<file path="config.mk">
export PLATFORM = sky130hd
export DESIGN_NAME = pdwl_top
export DESIGN_NICKNAME = d
export VERILOG_FILES = /design/src/pdwl_pkg.sv /design/src/pdwl_top.sv /design/src/pdwl_reg_slot.sv
export SDC_FILE = /design/constraint.sdc
export NUM_CORES = 1
export LEC_CHECK = 0
export BUFFER_PORTS_ARGS = -buffer_cell sky130_fd_sc_hd__buf_2
export CAP_MARGIN = 20
export CORE_ASPECT_RATIO = 0.5
export CORE_MARGIN = 2
export CORE_UTILIZATION = 45
export CTS_CLUSTER_DIAMETER = 100
export DETAILED_ROUTE_END_ITERATION = 7
export PLACE_DENSITY = 0.76
export SETUP_SLACK_MARGIN = 0.4
export SYNTH_ARGS = -nofsm -noshare
export SYNTH_HDL_FRONTEND = slang
export SYNTH_SLANG_ARGS = --single-unit
export TNS_END_PERCENT = 30
</file>
<file path="constraint.sdc">
create_clock -name clk -period 1.9 [get_ports clk]
set_input_delay 0 -clock clk [delete_from_list [all_inputs] [get_ports clk]]
set_output_delay 0 -clock clk [all_outputs]
set_load 0.02 [all_outputs]
</file>
<file path="src/pdwl_pkg.sv">
// constants for the peripheral-disable write lock block
package pdwl_pkg;
  localparam int unsigned PDWL_CFG_W = 32;
  localparam int unsigned PDWL_LOCK_BIT = 12;
  localparam int unsigned PDWL_ONE_WAY_BIT = 28;
  localparam int unsigned PDWL_NUM_REGS = 4;
  localparam int unsigned PDWL_REG_W = 32;
  localparam logic PDWL_LOCK_RST = 1'b1;
  localparam logic PDWL_ARMED_RST = 1'b0;
  localparam logic [PDWL_REG_W-1:0] PDWL_PMD_RST = 32'h0000_0000;
endpackage : pdwl_pkg

</file>
<file path="src/pdwl_top.sv">
// write lock for the peripheral-disable registers
module pdwl_top
  import pdwl_pkg::*;
#(
  parameter int unsigned NREGS = PDWL_NUM_REGS,
  parameter int unsigned W = PDWL_REG_W
) (
  input wire logic clk,
  input wire logic arst_n,
  input wire logic clk_en,
  input wire logic unlocked,
  input wire logic [PDWL_CFG_W-1:0] boot_config_word_three,
  input wire logic cfg_wr,
  input wire logic [PDWL_CFG_W-1:0] cfg_wdata,
  input wire logic [NREGS-1:0] pmd_wr,
  input wire logic [W-1:0] pmd_wdata,
  input wire logic pin_select_wr,
  output logic [NREGS*W-1:0] periph_disable_regs,
  output logic disable_reg_lock,
  output logic one_way_held,
  output logic unlock_allowed,
  output logic pin_select_wr_ok,
  output logic wr_ack
);
  logic lock_q;
  logic lock_d;
  logic one_way;
  logic set_try;
  logic armed_q;
  logic armed_d;

  // config word is static after boot; read directly
  assign one_way = boot_config_word_three[PDWL_ONE_WAY_BIT];
  assign set_try = cfg_wdata[PDWL_LOCK_BIT];
  // reset value of the lock is not a software set, so one session is left
  assign one_way_held = one_way && armed_q && lock_q;

  always_comb begin
    lock_d = lock_q;
    if (cfg_wr && unlocked) begin
      // sticky: once set with one-way, no write clears it until reset drops armed_q
      if (!one_way_held) begin
        lock_d = set_try;
      end
    end
  end

  always_ff @(posedge clk or negedge arst_n) begin
    if (!arst_n) begin
      lock_q <= PDWL_LOCK_RST;
    end else if (clk_en) begin
      lock_q <= lock_d;
    end
  end

  // remembers a software set of the lock until the next reset
  always_comb begin
    armed_d = armed_q;
    if (cfg_wr && unlocked && set_try) begin
      armed_d = 1'b1;
    end
  end

  always_ff @(posedge clk or negedge arst_n) begin
    if (!arst_n) begin
      armed_q <= PDWL_ARMED_RST;
    end else if (clk_en) begin
      armed_q <= armed_d;
    end
  end

  assign disable_reg_lock = lock_q;
  assign unlock_allowed = unlocked && !one_way_held;
  assign pin_select_wr_ok = pin_select_wr && !one_way_held;
  // every pmd or cfg write acks while clk_en is high, locked or not
  assign wr_ack = clk_en && (|pmd_wr || cfg_wr);

  genvar gi;
  generate
    for (gi = 0; gi < NREGS; gi++) begin : g_reg
      pdwl_reg_slot #(.W(W)) u_slot (
        .clk(clk),
        .arst_n(arst_n),
        .clk_en(clk_en),
        .wr_en(pmd_wr[gi]),
        .locked(lock_q),
        .wdata(pmd_wdata),
        .value(periph_disable_regs[gi*W +: W])
      );

      chk_slot_locked: assert property (
        @(posedge clk) disable iff (!arst_n)
        (clk_en && lock_q && pmd_wr[gi]) |=>
          $stable(periph_disable_regs[gi*W +: W]))
        else $error("locked write changed a slot");

      chk_slot_reset: assert property (
        @(posedge clk) $rose(arst_n) |->
          periph_disable_regs[gi*W +: W] == W'(PDWL_PMD_RST))
        else $error("slot not cleared by reset");
    end
  endgenerate

  chk_lock_blocks_write: assert property (
    @(posedge clk) disable iff (!arst_n)
    (clk_en && lock_q && pmd_wr[0]) |=>
      $stable(periph_disable_regs[W-1:0]))
    else $error("locked write changed a register");

  chk_open_write_lands: assert property (
    @(posedge clk) disable iff (!arst_n)
    (clk_en && !lock_q && pmd_wr[0]) |=>
      periph_disable_regs[W-1:0] == $past(pmd_wdata))
    else $error("unlocked write lost");

  chk_write_acks: assert property (
    @(posedge clk) disable iff (!arst_n)
    (clk_en && pmd_wr[0]) |-> wr_ack)
    else $error("write not acknowledged");

  chk_unlock_needed: assert property (
    @(posedge clk) disable iff (!arst_n)
    (!unlocked || !cfg_wr) |=> $stable(lock_q))
    else $error("lock moved without unlock");

  chk_one_way_sticky: assert property (
    @(posedge clk) disable iff (!arst_n)
    one_way_held |=> lock_q)
    else $error("one-way lock cleared");

  chk_pin_select_block: assert property (
    @(posedge clk) disable iff (!arst_n)
    one_way_held |-> (!pin_select_wr_ok && !unlock_allowed))
    else $error("pin-select open under one-way");

  chk_sticky_holds: assert property (
    @(posedge clk) disable iff (!arst_n)
    (one_way_held && cfg_wr && unlocked && !set_try) |=> lock_q)
    else $error("sticky lock cleared by write");

  chk_reset_locked: assert property (
    @(posedge clk) $rose(arst_n) |-> lock_q)
    else $error("lock not set after reset");

  chk_ack_idle: assert property (
    @(posedge clk) disable iff (!arst_n)
    !(|pmd_wr || cfg_wr) |-> !wr_ack)
    else $error("ack without a write");

  chk_ack_frozen: assert property (
    @(posedge clk) disable iff (!arst_n)
    !clk_en |-> !wr_ack)
    else $error("ack while frozen");

  chk_lock_set_lands: assert property (
    @(posedge clk) disable iff (!arst_n)
    (clk_en && cfg_wr && unlocked && set_try) |=> lock_q)
    else $error("unlocked set of lock lost");

  chk_lock_clear_lands: assert property (
    @(posedge clk) disable iff (!arst_n)
    (clk_en && cfg_wr && unlocked && !set_try && !one_way_held) |=>
      !lock_q)
    else $error("unlocked clear of lock lost");

  chk_freeze_lock: assert property (
    @(posedge clk) disable iff (!arst_n)
    !clk_en |=> $stable(lock_q))
    else $error("lock moved while frozen");

  chk_freeze_regs: assert property (
    @(posedge clk) disable iff (!arst_n)
    !clk_en |=> $stable(periph_disable_regs))
    else $error("register moved while frozen");

  chk_arm_on_set: assert property (
    @(posedge clk) disable iff (!arst_n)
    (clk_en && cfg_wr && unlocked && set_try) |=> armed_q)
    else $error("software set not recorded");

  chk_arm_sticky: assert property (
    @(posedge clk) disable iff (!arst_n)
    armed_q |=> armed_q)
    else $error("set record lost without reset");

  chk_reset_disarmed: assert property (
    @(posedge clk) $rose(arst_n) |-> !one_way_held)
    else $error("one-way hold survived reset");

  chk_unlock_passes: assert property (
    @(posedge clk) disable iff (!arst_n)
    (unlocked && !one_way_held) |-> unlock_allowed)
    else $error("unlock refused without one-way hold");

  chk_pin_select_pass: assert property (
    @(posedge clk) disable iff (!arst_n)
    (pin_select_wr && !one_way_held) |-> pin_select_wr_ok)
    else $error("pin-select write refused wrongly");
endmodule : pdwl_top

</file>
<file path="src/pdwl_reg_slot.sv">
// one peripheral-disable register guarded by the write lock
module pdwl_reg_slot
  import pdwl_pkg::*;
#(
  parameter int unsigned W = PDWL_REG_W,
  parameter logic [W-1:0] RST = W'(PDWL_PMD_RST)
) (
  input wire logic clk,
  input wire logic arst_n,
  input wire logic clk_en,
  input wire logic wr_en,
  input wire logic locked,
  input wire logic [W-1:0] wdata,
  output logic [W-1:0] value
);
  logic [W-1:0] val_q;
  logic [W-1:0] val_d;

  always_comb begin
    val_d = val_q;
    // locked writes vanish silently
    if (wr_en && !locked) begin
      val_d = wdata;
    end
  end

  always_ff @(posedge clk or negedge arst_n) begin
    if (!arst_n) begin
      val_q <= RST;
    end else if (clk_en) begin
      val_q <= val_d;
    end
  end

  assign value = val_q;
endmodule : pdwl_reg_slot

</file>
* After elaboration in Yosys (flattened, before gate mapping)
Index checks and enable logic that the tools add are counted.
** Storage, ports and cells
- Register bits :: 130
- Input port bits :: 106
- Output and inout port bits :: 133
- Logic and storage cells :: 28
** Operators by class
- Bitwise logic cells :: 1
- Reductions and logical operators :: 21
** Operators by type and width (number)
- 1-bit logical AND :: 11
- 2-bit AND reduction :: 5
- 4-bit OR reduction :: 1
- 3-bit AND reduction :: 1
- 1-bit logical NOT :: 2
- 1-bit logical OR :: 1
- 1-bit NOT :: 1

* Depth between registers and ports, before layout
Gate-level depths: netlist (run 1).
- Depth after elaboration :: 4
- Mapped depth :: 4
- Gate-level depth less buffers :: 2

* Modules after synthesis
Synthesis (run 1) repeated with hierarchy kept, for this count alone.
** Unflattened totals
- Cell total of the unflattened synthesis :: 285
- Area, all modules :: 5427.7 um2
** By module, submodules not included
- pdwl_reg_slot :: times used 4, cells each 68, area an instance 1327.5 um2, seq. area each 800.8 um2
- pdwl_top :: times used 1, cells each 13, area an instance 117.6 um2, seq. area each 51.3 um2

* Worst setup path before layout (run 1)
No wires, ideal clock.
- Kind :: register to register
- Start :: reg lock_q, in the netlist disable_reg_lock
- End :: reg g_reg[0].u_slot.val_q[10]
- Library setup time :: 0.125 ns
- Arrival time :: 1.272 ns
- Path slack :: 0.503 ns
- Stages on the path, launching flop included :: 4
- Clock period less this slack :: 1.397 ns
- Cells stage by stage :: dfstp_2 > nand3b_4 > buf_6 > mux2_4
** On the way
- Cells in the longest elaborated chain, start to end :: 3
** RTL lines
- start: declaration :: RTL line pdwl_top.sv:25 : logic lock_q;
- start signal: assignment :: RTL line pdwl_top.sv:52 : lock_q <= lock_d;
- 1-bit logical NOT :: RTL line pdwl_reg_slot.sv:22 : if (wr_en && !locked) begin
- 1-bit logical AND :: RTL line pdwl_reg_slot.sv:22
- 2-bit AND reduction (no source line)
- end signal: assignment :: RTL line pdwl_reg_slot.sv:31 : val_q <= val_d;
- end: declaration :: RTL line pdwl_reg_slot.sv:16 : logic [W-1:0] val_q;
No other way between the ends.
A chain may end at the register's enable or synchronous reset.

* Final worst setup path (run 1)
- Start :: reg lock_q, in the netlist disable_reg_lock
- End :: reg g_reg[1].u_slot.val_q[27]
** On the way
- Cells in the longest elaborated chain, start to end :: 3
** RTL lines (RTL line)
- 1-bit logical NOT :: pdwl_reg_slot.sv:22
- 1-bit logical AND :: pdwl_reg_slot.sv:22
- 2-bit AND reduction (no source line)
- end signal: assignment :: pdwl_reg_slot.sv:31
- end: declaration :: pdwl_reg_slot.sv:16
No other way between the ends.

==> out/results.ini, run 1 <==
[worst_setup_path]
start_kind=flip-flop
cp_max_fo=7
arrival_ns=1.77
cp-end-kind=flip-flop
required_ns=2.18
critical_path_class=reg2reg

[final_layout]
finalNetCount=634
syn_to_final_growth_pct=41.6
final_cells=706
num_antenna_cells=0
layout-drive-gt1-share=0.677

[detailed_routing]
avgRoutedWirePerCell_um=17.3
viasPerCell=4.72
dr.pass1.iters=4
drc=0
wl_um=12200
dr_total_vias=3334
antenna_left=0
first_iter_violations=116

[yosys]
syn_nets=392
synth_area_per_cell_um2=19.0
synth_top_area_share=0.594
netlist_instances=286
synth_edf_count=0
yosys_warnings=0
seq_area_frac_synth=0.599
syn-cell-area_mm2=0.00544
yosys-top-cells-area=dfrtp_1 (59%), mux2_4 (33%), buf_6 (2.5%)
yosys_most_used_dff=dfrtp_1
ys_types=16
synth_common_cells=dfrtp_1 (129), mux2_4 (120), buf_6 (12)
synth_async_sr_flop_share=1.00
synth_most_common_cell=dfrtp_1
ys_ff_latch=130
yosysTopAreaCell=dfrtp_1

[placement]
pre_cts_slack_ns=0.319
placedCellCount=627
port_buffers=176
dp_hpwl_um=7940
gp_congestion=0.808

[timing]
fin_worst_skew_ns=0.00641
maxSlewHeadroom=0.607
tns_ns=0
maxSlewViolCount=0
tightest_slew_ns=0.589
hold_viol=0
period_share=0.784
max_freq_mhz=672
finalSetupViolations=0
min_period_ns=1.49
hold_slack_ns=0.101
fin_ws_ns=0.411
rsz0062_at_grt=yes

[floorplanning]
die_w_um=159
core_area_mm2=0.0118
start_util=0.460
dieHeight_um=81.7
placementRows=28
fp.dieArea_mm2=0.0130
io_pins=239

[flow_run]
cap_violations=0

[global_routing]
overflow=0
grt_max_degree=46
grt_antenna_before_repair=0
grt_usage=0.193
grt_pass1_vias=3523
grt_pass1_wl_um=19200

[hold_path]
hold_path.class=in2reg

[clock_network]
htree_levels=4
cts_buffers=17
cts-root-buf=clkbuf_16
worstSkewPairLatency_ns=0.40
cts_buffer_depth=2
clkSinkCount=130
tritoncts=done
clkTransAtPathRegs_ns=0.06

[power]
p_seq_frac=0.360
power-per-cell-area_mw_per_mm2=1730
p_int_w=0.00864
p_sw_frac=0.349
switchingPower_w=0.00464
clock_power_share=0.244
p_comb_frac=0.397
ir_drop_v=0.000723
p_leak_nw=4.16

[outcome]
status=finished, final reports clean

[placed cells by master (no fill, tap or decap), types with 4 or more instances in the layout]
cell	count
mux2_2	8
buf_2	174
mux2_4	120
dlygate4sd3_1	36
buf_4	11
dfrtp_1	129
buf_12	11
nand3b_4	4
clkbuf_16	17
clkinvlp_4	6
[state kept, by name (all words and copies together) (netlist names)]
name,cells
g.u_slot.value,128
disable_reg_lock,1
armed_q,1
[worst max-delay path, cell delays in order (launching register included)]
cell	delay [ns]
dfstp_2	0.61
nand3b_4	0.26
buf_4	0.19
mux2_4	0.31
[cell type report]
| class | instances | area [um2] |
|---|---|---|
| Fill cell | 836 | 4110 |
| Sequential cell | 130 | 3250 |
| Multi-Input combinational cell | 141 | 2050 |
| Timing Repair Buffer | 236 | 1580 |
| Clock buffer | 20 | 467 |
| Tap cell | 165 | 206 |
| Clock inverter | 12 | 133 |
| Inverter | 2 | 7.51 |
[power by group through the flow]
stage	clock, W	sequential, W	combinational, W
4_1_cts	0.00329	0.00477	0.00531
3_3_place_gp	0	0.00472	0.00513
3_5_place_dp	0	0.00476	0.00522
6_report	0.00324	0.00477	0.00527
2_1_floorplan	0	0.00632	0.00183
5_1_grt	0.00343	0.00494	0.00553
[path summary, 6_finish.rpt]
check / start / end / slack (ns) / cells after the start
hold reg to reg: g_reg[1].u_slot.value[31]$_DFFE_PN0P_ / g_reg[1].u_slot.value[31]$_DFFE_PN0P_ / 0.50 / 1
min in group asynchronous: arst_n / g_reg[1].u_slot.value[13]$_DFFE_PN0P_ / 0.16 / 2
setup / recovery: disable_reg_lock$_DFFE_PN1P_ / g_reg[1].u_slot.value[27]$_DFFE_PN0P_ / 0.41 / 3
hold / removal: pmd_wr[3] / g_reg[3].u_slot.value[8]$_DFFE_PN0P_ / 0.10 / 3
setup reg to reg: disable_reg_lock$_DFFE_PN1P_ / g_reg[1].u_slot.value[27]$_DFFE_PN0P_ / 0.41 / 3
max in group asynchronous: arst_n / g_reg[0].u_slot.value[20]$_DFFE_PN0P_ / 1.11 / 3
[layer usage]
layer  vias up  global-route usage  share of wire
li1       1504                   -              -
met1      1742               0.232           0.43
met2        72               0.355           0.53
met3        16              0.0333          0.023
met4         0              0.0773          0.017
met5         -                   0              0
[cells by family after synthesis]
family                 share of synthesized area
buffers and inverters                     0.0276
and+or+nand+nor                           0.0228
DFF                                        0.599
AOI/OAI and AO/OA                        0.00276
muxes                                      0.348
[through the flow]
stage                      util  power, W  instance area, um2
final                     0.652    0.0133                7700
after CTS                 0.645    0.0134                7620
after global routing      0.652    0.0139                7700
after detailed placement  0.558   0.00998                6590
after global placement    0.558   0.00985                6590
after floorplan               -   0.00816                5440
[what timing repair did]
action | 4_1_cts | 5_1_grt
setup endpoints to repair | 53 | 39
hold endpoints to repair | 172 | 0
setup buffers | 4 | 6
pin swaps | 0 | 1
resized for setup | 0 | 9
cloned | 0 | 0
hold buffers | 37 | 0
Note: power is estimated with default switching activity, not from simulation.
==> run 2: changes to the inputs <==
==> constraint.sdc (replaced) <==
create_clock -name clk -period 1.6 [get_ports clk]
set_input_delay 0 -clock clk [delete_from_list [all_inputs] [get_ports clk]]
set_output_delay 0 -clock clk [all_outputs]
set_load 0.02 [all_outputs]
==> run 2 against run 1 <==
Against the previous run: setup slack lost 0.27 ns; count of clock-buffer cells in the layout shrank 3; combinational power grew 20%; hold slack is essentially flat; register-to-register slack lost 0.27 ns; sequential share of layout area shrank 0.47 points; die area is the same; sequential power grew 19%; final area grew 1.1%; cell count shrank 0.28%; non-clock buffer count shrank 2; critical endpoint is now g_reg[0].u_slot.value[8]$_DFFE_PN0P_; largest power group unchanged; highest routed layer unchanged.
==> out/results.ini, run 2 (synthesis gave the netlist of run 1 again) <==
[clock_network]
htree_levels=4  ; unchanged
cts_buffer_depth=2  ; unchanged
worstSkewPairLatency_ns=0.40  ; about the same
clkTransAtPathRegs_ns=0.06  ; about the same
cts_buffers=17  ; unchanged
tritoncts=done  ; unchanged
clkSinkCount=130  ; unchanged
cts-root-buf=clkbuf_16  ; unchanged

[worst_setup_path]
required_ns=1.88  ; was 2.18 ns
worstPathCellList=nand3b_4, buf_12, mux2_4  ; was nand3b_4, buf_4, mux2_4
critical_path_class=reg2reg  ; unchanged
critPathLaunch=disable_reg_lock$_DFFE_PN1P_  ; unchanged
critical-path-slowest-cell=dfstp_2  ; unchanged
arrival_ns=1.74  ; was 1.77 ns
start_kind=flip-flop  ; unchanged
r2r-start=disable_reg_lock$_DFFE_PN1P_  ; unchanged
r2r_slack_ns=0.14  ; was 0.41 ns
r2r_end=g_reg[0].u_slot.value[8]$_DFFE_PN0P_  ; was g_reg[1].u_slot.value[27]$_DFFE_PN0P_
reg2regPathDepth=3  ; unchanged
cp_max_fo=10  ; was 7
cp-end-kind=flip-flop  ; unchanged
slowest_delay_ns=0.59  ; was 0.61 ns

[floorplanning]
die_w_um=159  ; unchanged
core_area_mm2=0.0118  ; unchanged
fp.dieArea_mm2=0.0130  ; unchanged
io_pins=239  ; unchanged
dieHeight_um=81.7  ; unchanged
placementRows=28  ; unchanged
start_util=0.460  ; unchanged

[timing]
tns_ns=0  ; unchanged
hold_viol=0  ; unchanged
maxSlewViolCount=0  ; unchanged
fin_worst_skew_ns=0.0116  ; was 0.00641 ns
maxSlewHeadroom=0.665  ; was 0.607
min_period_ns=1.46  ; was 1.49 ns
rsz0062_at_grt=yes  ; unchanged
fin_ws_ns=0.143  ; was 0.411 ns
period_share=0.911  ; was 0.784
tightest_slew_ns=0.502  ; was 0.589 ns
finalSetupViolations=0  ; unchanged
max_freq_mhz=686  ; was 672 MHz

[detailed_routing]
wl_met1_um=5610  ; was 5230 um
avgRoutedWirePerCell_um=17.9  ; was 17.3 um
viasPerCell=4.76  ; was 4.72
dr_wl_met2_um=6560  ; was 6480 um
maxUsedRoutingLayer=met4  ; unchanged
drc=0  ; unchanged
wl_met3_um=267  ; was 281 um
dr_total_vias=3351  ; was 3,334
dr.pass1.iters=4  ; unchanged
first_iter_violations=154  ; was 116
wl_um=12600  ; was 12,200 um
antenna_left=0  ; unchanged

[outcome]
status=finished, final reports clean  ; unchanged

[global_routing]
grt_usage=0.200  ; was 0.193
grt_pass1_vias=3513  ; was 3,523
grt_antenna_before_repair=0  ; unchanged
grt_max_degree=38  ; was 46
overflow=0  ; unchanged
grt_pass1_wl_um=19800  ; was 19,200 um

[power]
p_comb_frac=0.397  ; about the same
power-per-cell-area_mw_per_mm2=2050  ; was 1730 mW/mm2
ir_drop_v=0.000868  ; was 0.000723 V
switchingPower_w=0.00559  ; was 0.00464 W
p_sw_frac=0.351  ; was 0.349
total_power_w=0.0159  ; was 0.0133 W
p_seq_frac=0.356  ; was 0.360
p_leak_nw=4.22  ; was 4.16 nW
p_int_w=0.0104  ; was 0.00864 W
clock_power_share=0.248  ; was 0.244

[placement]
pre_cts_slack_ns=0.111  ; was 0.319 ns
gp_congestion=0.847  ; was 0.808
dp_hpwl_um=8160  ; was 7940 um
port_buffers=176  ; unchanged
place_area_mm2=0.00666  ; was 0.00659 mm2

[final_layout]
finalNetCount=632  ; was 634
layout-drive-gt1-share=0.673  ; was 0.677
syn_to_final_growth_pct=43.2  ; was 41.6%
fill_cells=827  ; was 836
largest_reg_flops=128  ; unchanged
multiInputGateArea_mm2=0.00205  ; about the same
num_antenna_cells=0  ; unchanged
most-common-layout-cells=buf_2 (174), dfrtp_1 (129), mux2_4 (124)  ; was buf_2 (174), dfrtp_1 (129), mux2_4 (120)
fin_area_mm2=0.00778  ; was 0.00770 mm2
fin_util=0.659  ; was 0.652
layout_commonest_cell=buf_2  ; unchanged
regArea_mm2=0.00325  ; unchanged

[hold_path]
hold_path.class=in2async  ; was in2reg

[flow_run]
cap_violations=0  ; unchanged

## run 2: how the worst max path moves through the flow
stage / to
after global placement: g_reg[2].u_slot.value[0]$_DFFE_PN0P_
after CTS: g_reg[0].u_slot.value[0]$_DFFE_PN0P_
after detailed placement: g_reg[2].u_slot.value[17]$_DFFE_PN0P_
final: g_reg[0].u_slot.value[8]$_DFFE_PN0P_
after floorplan: g_reg[0].u_slot.value[10]$_DFFE_PN0P_
after global routing: pin_select_wr_ok
## run 2: power by group through the flow
stage	clock network, W	logic (W)	registers, W
4_1_cts	0.00404	0.00633	0.00566
2_1_floorplan	0	0.00218	0.00751
5_1_grt	0.00421	0.00663	0.00588
6_report	0.00395	0.00632	0.00567
3_3_place_gp	0	0.00610	0.00562
3_5_place_dp	0	0.00623	0.00566
## run 2: timing repair
action	in CTS	in global routing
resized for setup	7	3
hold buffers	38	0
buffers inserted	3	0
pin swaps	1	0
hold endpoints to repair	260	0
gates cloned	1	2
endpoints found under the setup margin	132	132
## run 2: stage by stage
stage,hold WS [ns],std cells
3_3_place_gp,0.00223,628
3_5_place_dp,0.00579,628
2_1_floorplan,-0.296,286
4_1_cts,0.0933,702
6_report,0.101,704
5_1_grt,0.122,704
## run 2: final cells by class
class | instances | share of cell area
clock buffers | 17 | 0.0546
clock inverters | 15 | 0.0236
flip-flops and latches | 130 | 0.418
well taps | 165 | 0.0265
multi-input cells | 141 | 0.264
inverters | 2 | 0.000964
repair buffers | 234 | 0.212
## run 2: routing by layer
| metal | GRT usage | vias up |
|---|---|---|
| met5 | 0 | - |
| met4 | 0.0818 | 0 |
| met3 | 0.0389 | 15 |
| met2 | 0.347 | 81 |
| met1 | 0.253 | 1759 |
| li1 | - | 1496 |
## run 2: critical path, delay by kind of cell, from the launching register on
family,cells,cell delay [ns]
buf+inv,1,0.19
flops,1,0.59
mux,1,0.31
simple gates,1,0.23
==> run 3: changes to the inputs <==
--- a/config.mk
+++ b/config.mk
@@ -16,5 +16,6 @@
 export SETUP_SLACK_MARGIN = 0.4
 export SYNTH_ARGS = -nofsm -noshare
 export SYNTH_HDL_FRONTEND = slang
+export SYNTH_HIERARCHICAL = 1
 export SYNTH_SLANG_ARGS = --single-unit
 export TNS_END_PERCENT = 30
==> run 3 against run 2 <==
Against the previous run: setup slack better by 0.020 ns; synthesized cell count decreased by 0.35%; first-iteration DRC count up 5.8%; clock power fell by 5%; die area decreased by 0.13%; total power is 1.7% lower; non-clock buffer count decreased by 9; clock skew shrank 0.0078 ns; count of clock-buffer cells in the layout increased by 3; hold slack improved by 0.044 ns; wire length down 2.4%; critical path depth unchanged; critical endpoint is now g_reg[3].u_slot/value[20]$_DFFE_PN0P_; largest power group unchanged.
==> out/results.ini, run 3 <==
[outcome]
status=finished, final reports clean  ; unchanged

[final_layout]
largest_reg_flops=128  ; unchanged
finalNetCount=623  ; was 632
fill_cells=871  ; was 827
most-common-layout-cells=buf_2 (175), dfrtp_1 (129), mux2_4 (120)  ; was buf_2 (174), dfrtp_1 (129), mux2_4 (124)
num_antenna_cells=0  ; unchanged
layout_commonest_cell=buf_2  ; unchanged
syn_to_final_growth_pct=39.3  ; was 43.2%
layout-drive-gt1-share=0.667  ; was 0.673

[timing]
min_period_ns=1.44  ; was 1.46 ns
max_freq_mhz=696  ; was 686 MHz
hold_viol=0  ; unchanged
fin_ws_ns=0.163  ; was 0.143 ns
period_share=0.898  ; was 0.911
tns_ns=0  ; unchanged
fin_worst_skew_ns=0.00387  ; was 0.0116 ns
maxSlewHeadroom=0.495  ; was 0.665
tightest_slew_ns=0.757  ; was 0.502 ns
finalSetupViolations=0  ; unchanged
maxSlewViolCount=0  ; unchanged
rsz0062_at_grt=yes  ; unchanged

[floorplanning]
placementRows=28  ; unchanged
start_util=0.461  ; was 0.460
die_w_um=159  ; about the same
core_area_mm2=0.0118  ; about the same
io_pins=239  ; unchanged
dieHeight_um=81.7  ; about the same
fp.dieArea_mm2=0.0130  ; about the same

[worst_setup_path]
cp_num_buf_inv=1  ; unchanged
worstPathCellList=nand3b_4, buf_12, mux2_4  ; unchanged
crit_family=flip-flops  ; unchanged
arrival_ns=1.72  ; was 1.74 ns
critical-path-slowest-cell=dfstp_2  ; unchanged
cp-end-kind=flip-flop  ; unchanged
start_kind=flip-flop  ; unchanged
slowest_delay_ns=0.58  ; was 0.59 ns
cp_max_fo=23  ; was 10
critical_path_class=reg2reg  ; unchanged
required_ns=1.88  ; about the same

[placement]
dp_hpwl_um=7540  ; was 8160 um
port_buffers=176  ; unchanged
gp_congestion=0.749  ; was 0.847
pre_cts_slack_ns=0.157  ; was 0.111 ns

[yosys]
ys_ff_latch=130  ; unchanged
synth_edf_count=0  ; unchanged
yosysTopAreaCell=dfrtp_1  ; unchanged
synth_common_cells=dfrtp_1 (129), mux2_4 (120), buf_6 (12)  ; unchanged
yosys_most_used_dff=dfrtp_1  ; unchanged
synth_async_sr_flop_share=1.00  ; unchanged
synth_area_per_cell_um2=19.0  ; about the same
syn-cell-area_mm2=0.00543  ; was 0.00544 mm2
synth_most_common_cell=dfrtp_1  ; unchanged
syn_nets=391  ; was 392
ys_types=15  ; was 16
yosys_warnings=6  ; was 0
netlist_instances=285  ; was 286
synth_top_area_share=0.595  ; was 0.594
seq_area_frac_synth=0.600  ; was 0.599
yosys-top-cells-area=dfrtp_1 (59%), mux2_4 (33%), buf_6 (2.5%)  ; unchanged

[detailed_routing]
dr.pass1.iters=4  ; unchanged
avgRoutedWirePerCell_um=17.8  ; was 17.9 um
first_iter_violations=163  ; was 154
dr_total_vias=3244  ; was 3,351
antenna_left=0  ; unchanged
viasPerCell=4.68  ; was 4.76
drc=0  ; unchanged
wl_um=12300  ; was 12,600 um

[global_routing]
grt_antenna_before_repair=0  ; unchanged
grt_pass1_wl_um=19000  ; was 19,800 um
grt_pass1_vias=3440  ; was 3,513
overflow=0  ; unchanged
grt_max_degree=131  ; was 38
grt_usage=0.192  ; was 0.200

[clock_network]
cts_buffer_depth=2  ; unchanged
cts_buffers=17  ; unchanged
cts-root-buf=clkbuf_16  ; unchanged
tritoncts=done  ; unchanged
clkSinkCount=130  ; unchanged
worstSkewPairLatency_ns=0.40  ; about the same
clkTransAtPathRegs_ns=0.05  ; was 0.06 ns
htree_levels=4  ; unchanged

[power]
p_leak_nw=4.10  ; was 4.22 nW
total_power_w=0.0157  ; was 0.0159 W
power-per-cell-area_mw_per_mm2=2070  ; was 2050 mW/mm2
ir_drop_v=0.00104  ; was 0.000868 V

[hold_path]
hold_path.class=in2reg  ; was in2async

[flow_run]
cap_violations=0  ; unchanged

-- run 3: changes by cell type after synthesis --
cell   before  now
buf_4       1    0
-- run 3: final cells by class --
cell class / count / area [um2] / share of cell area
well taps: 165 / 206 / 0.0273
clock inverters: 10 / 109 / 0.0144
repair buffers: 225 / 1480 / 0.196
flip-flops and latches: 130 / 3250 / 0.430
inverters: 2 / 7.51 / 0.000993
clock buffers: 20 / 467 / 0.0617
multi-input cells: 141 / 2040 / 0.269
-- run 3: worst paths after layout --
kind | start | endpoint | slack (ns) | cells after the start
min | clk_en | disable_reg_lock$_DFFE_PN1P_ | 0.15 | 3
max reg2reg | disable_reg_lock$_DFFE_PN1P_ | g_reg[3].u_slot/value[20]$_DFFE_PN0P_ | 0.16 | 3
max in group asynchronous | arst_n | g_reg[1].u_slot/value[8]$_DFFE_PN0P_ | 0.80 | 3
max | disable_reg_lock$_DFFE_PN1P_ | g_reg[3].u_slot/value[20]$_DFFE_PN0P_ | 0.16 | 3
min reg2reg | armed_q$_DFFE_PN0P_ | armed_q$_DFFE_PN0P_ | 0.49 | 1
min in group asynchronous | arst_n | g_reg[2].u_slot/value[21]$_DFFE_PN0P_ | 0.17 | 3
-- run 3: cells by family (layout without fill, tap and decap cells) --
group	Yosys count	after routing	share of synthesized area
muxes	128	128	0.349
AOI/OAI and AO/OA	2	2	0.00277
DFF	130	130	0.600
buffers and inverters	14	257	0.0263
and+or+nand+nor	11	11	0.0228
-- run 3: metrics by stage --
stage,util,instances,hold WS (ns),cell area (um2)
after floorplan,-,285,-0.296,5430
after global placement,0.558,624,0.166,6570
after detailed placement,0.558,624,0.170,6570
after CTS,0.642,693,0.136,7560
after global routing,0.642,693,0.167,7560
final,0.642,693,0.146,7560
-- run 3: metal layers --
layer  vias up  track usage  routed length, um
met3        14       0.0409                477
met5         -            0                  0
met4         0       0.0682                136
li1       1475            -                  -
met2        81        0.334               6230
met1      1674        0.243               5470
-- run 3: what timing repair did --
| action | in CTS | in global routing |
|---|---|---|
| endpoints found under the hold margin | 259 | 0 |
| gates cloned | 1 | 0 |
| hold buffers | 37 | 0 |
| gates resized for setup | 3 | 0 |
| setup buffers | 1 | 0 |
| setup endpoints to repair | 131 | 132 |
-- run 3: worst register-to-register path: stages, from the launching register on --
cell	delay (ns)
dfstp_2	0.58
nand3b_4	0.17
buf_12	0.23
mux2_4	0.35
-- run 3: report_power, final --
| part | total [W] | internal, W | switching, W |
|---|---|---|---|
| registers | 0.00567 | 0.00481 | 0.000858 |
| clock network | 0.00377 | 0.00239 | 0.00138 |
| logic | 0.00624 | 0.00302 | 0.00321 |
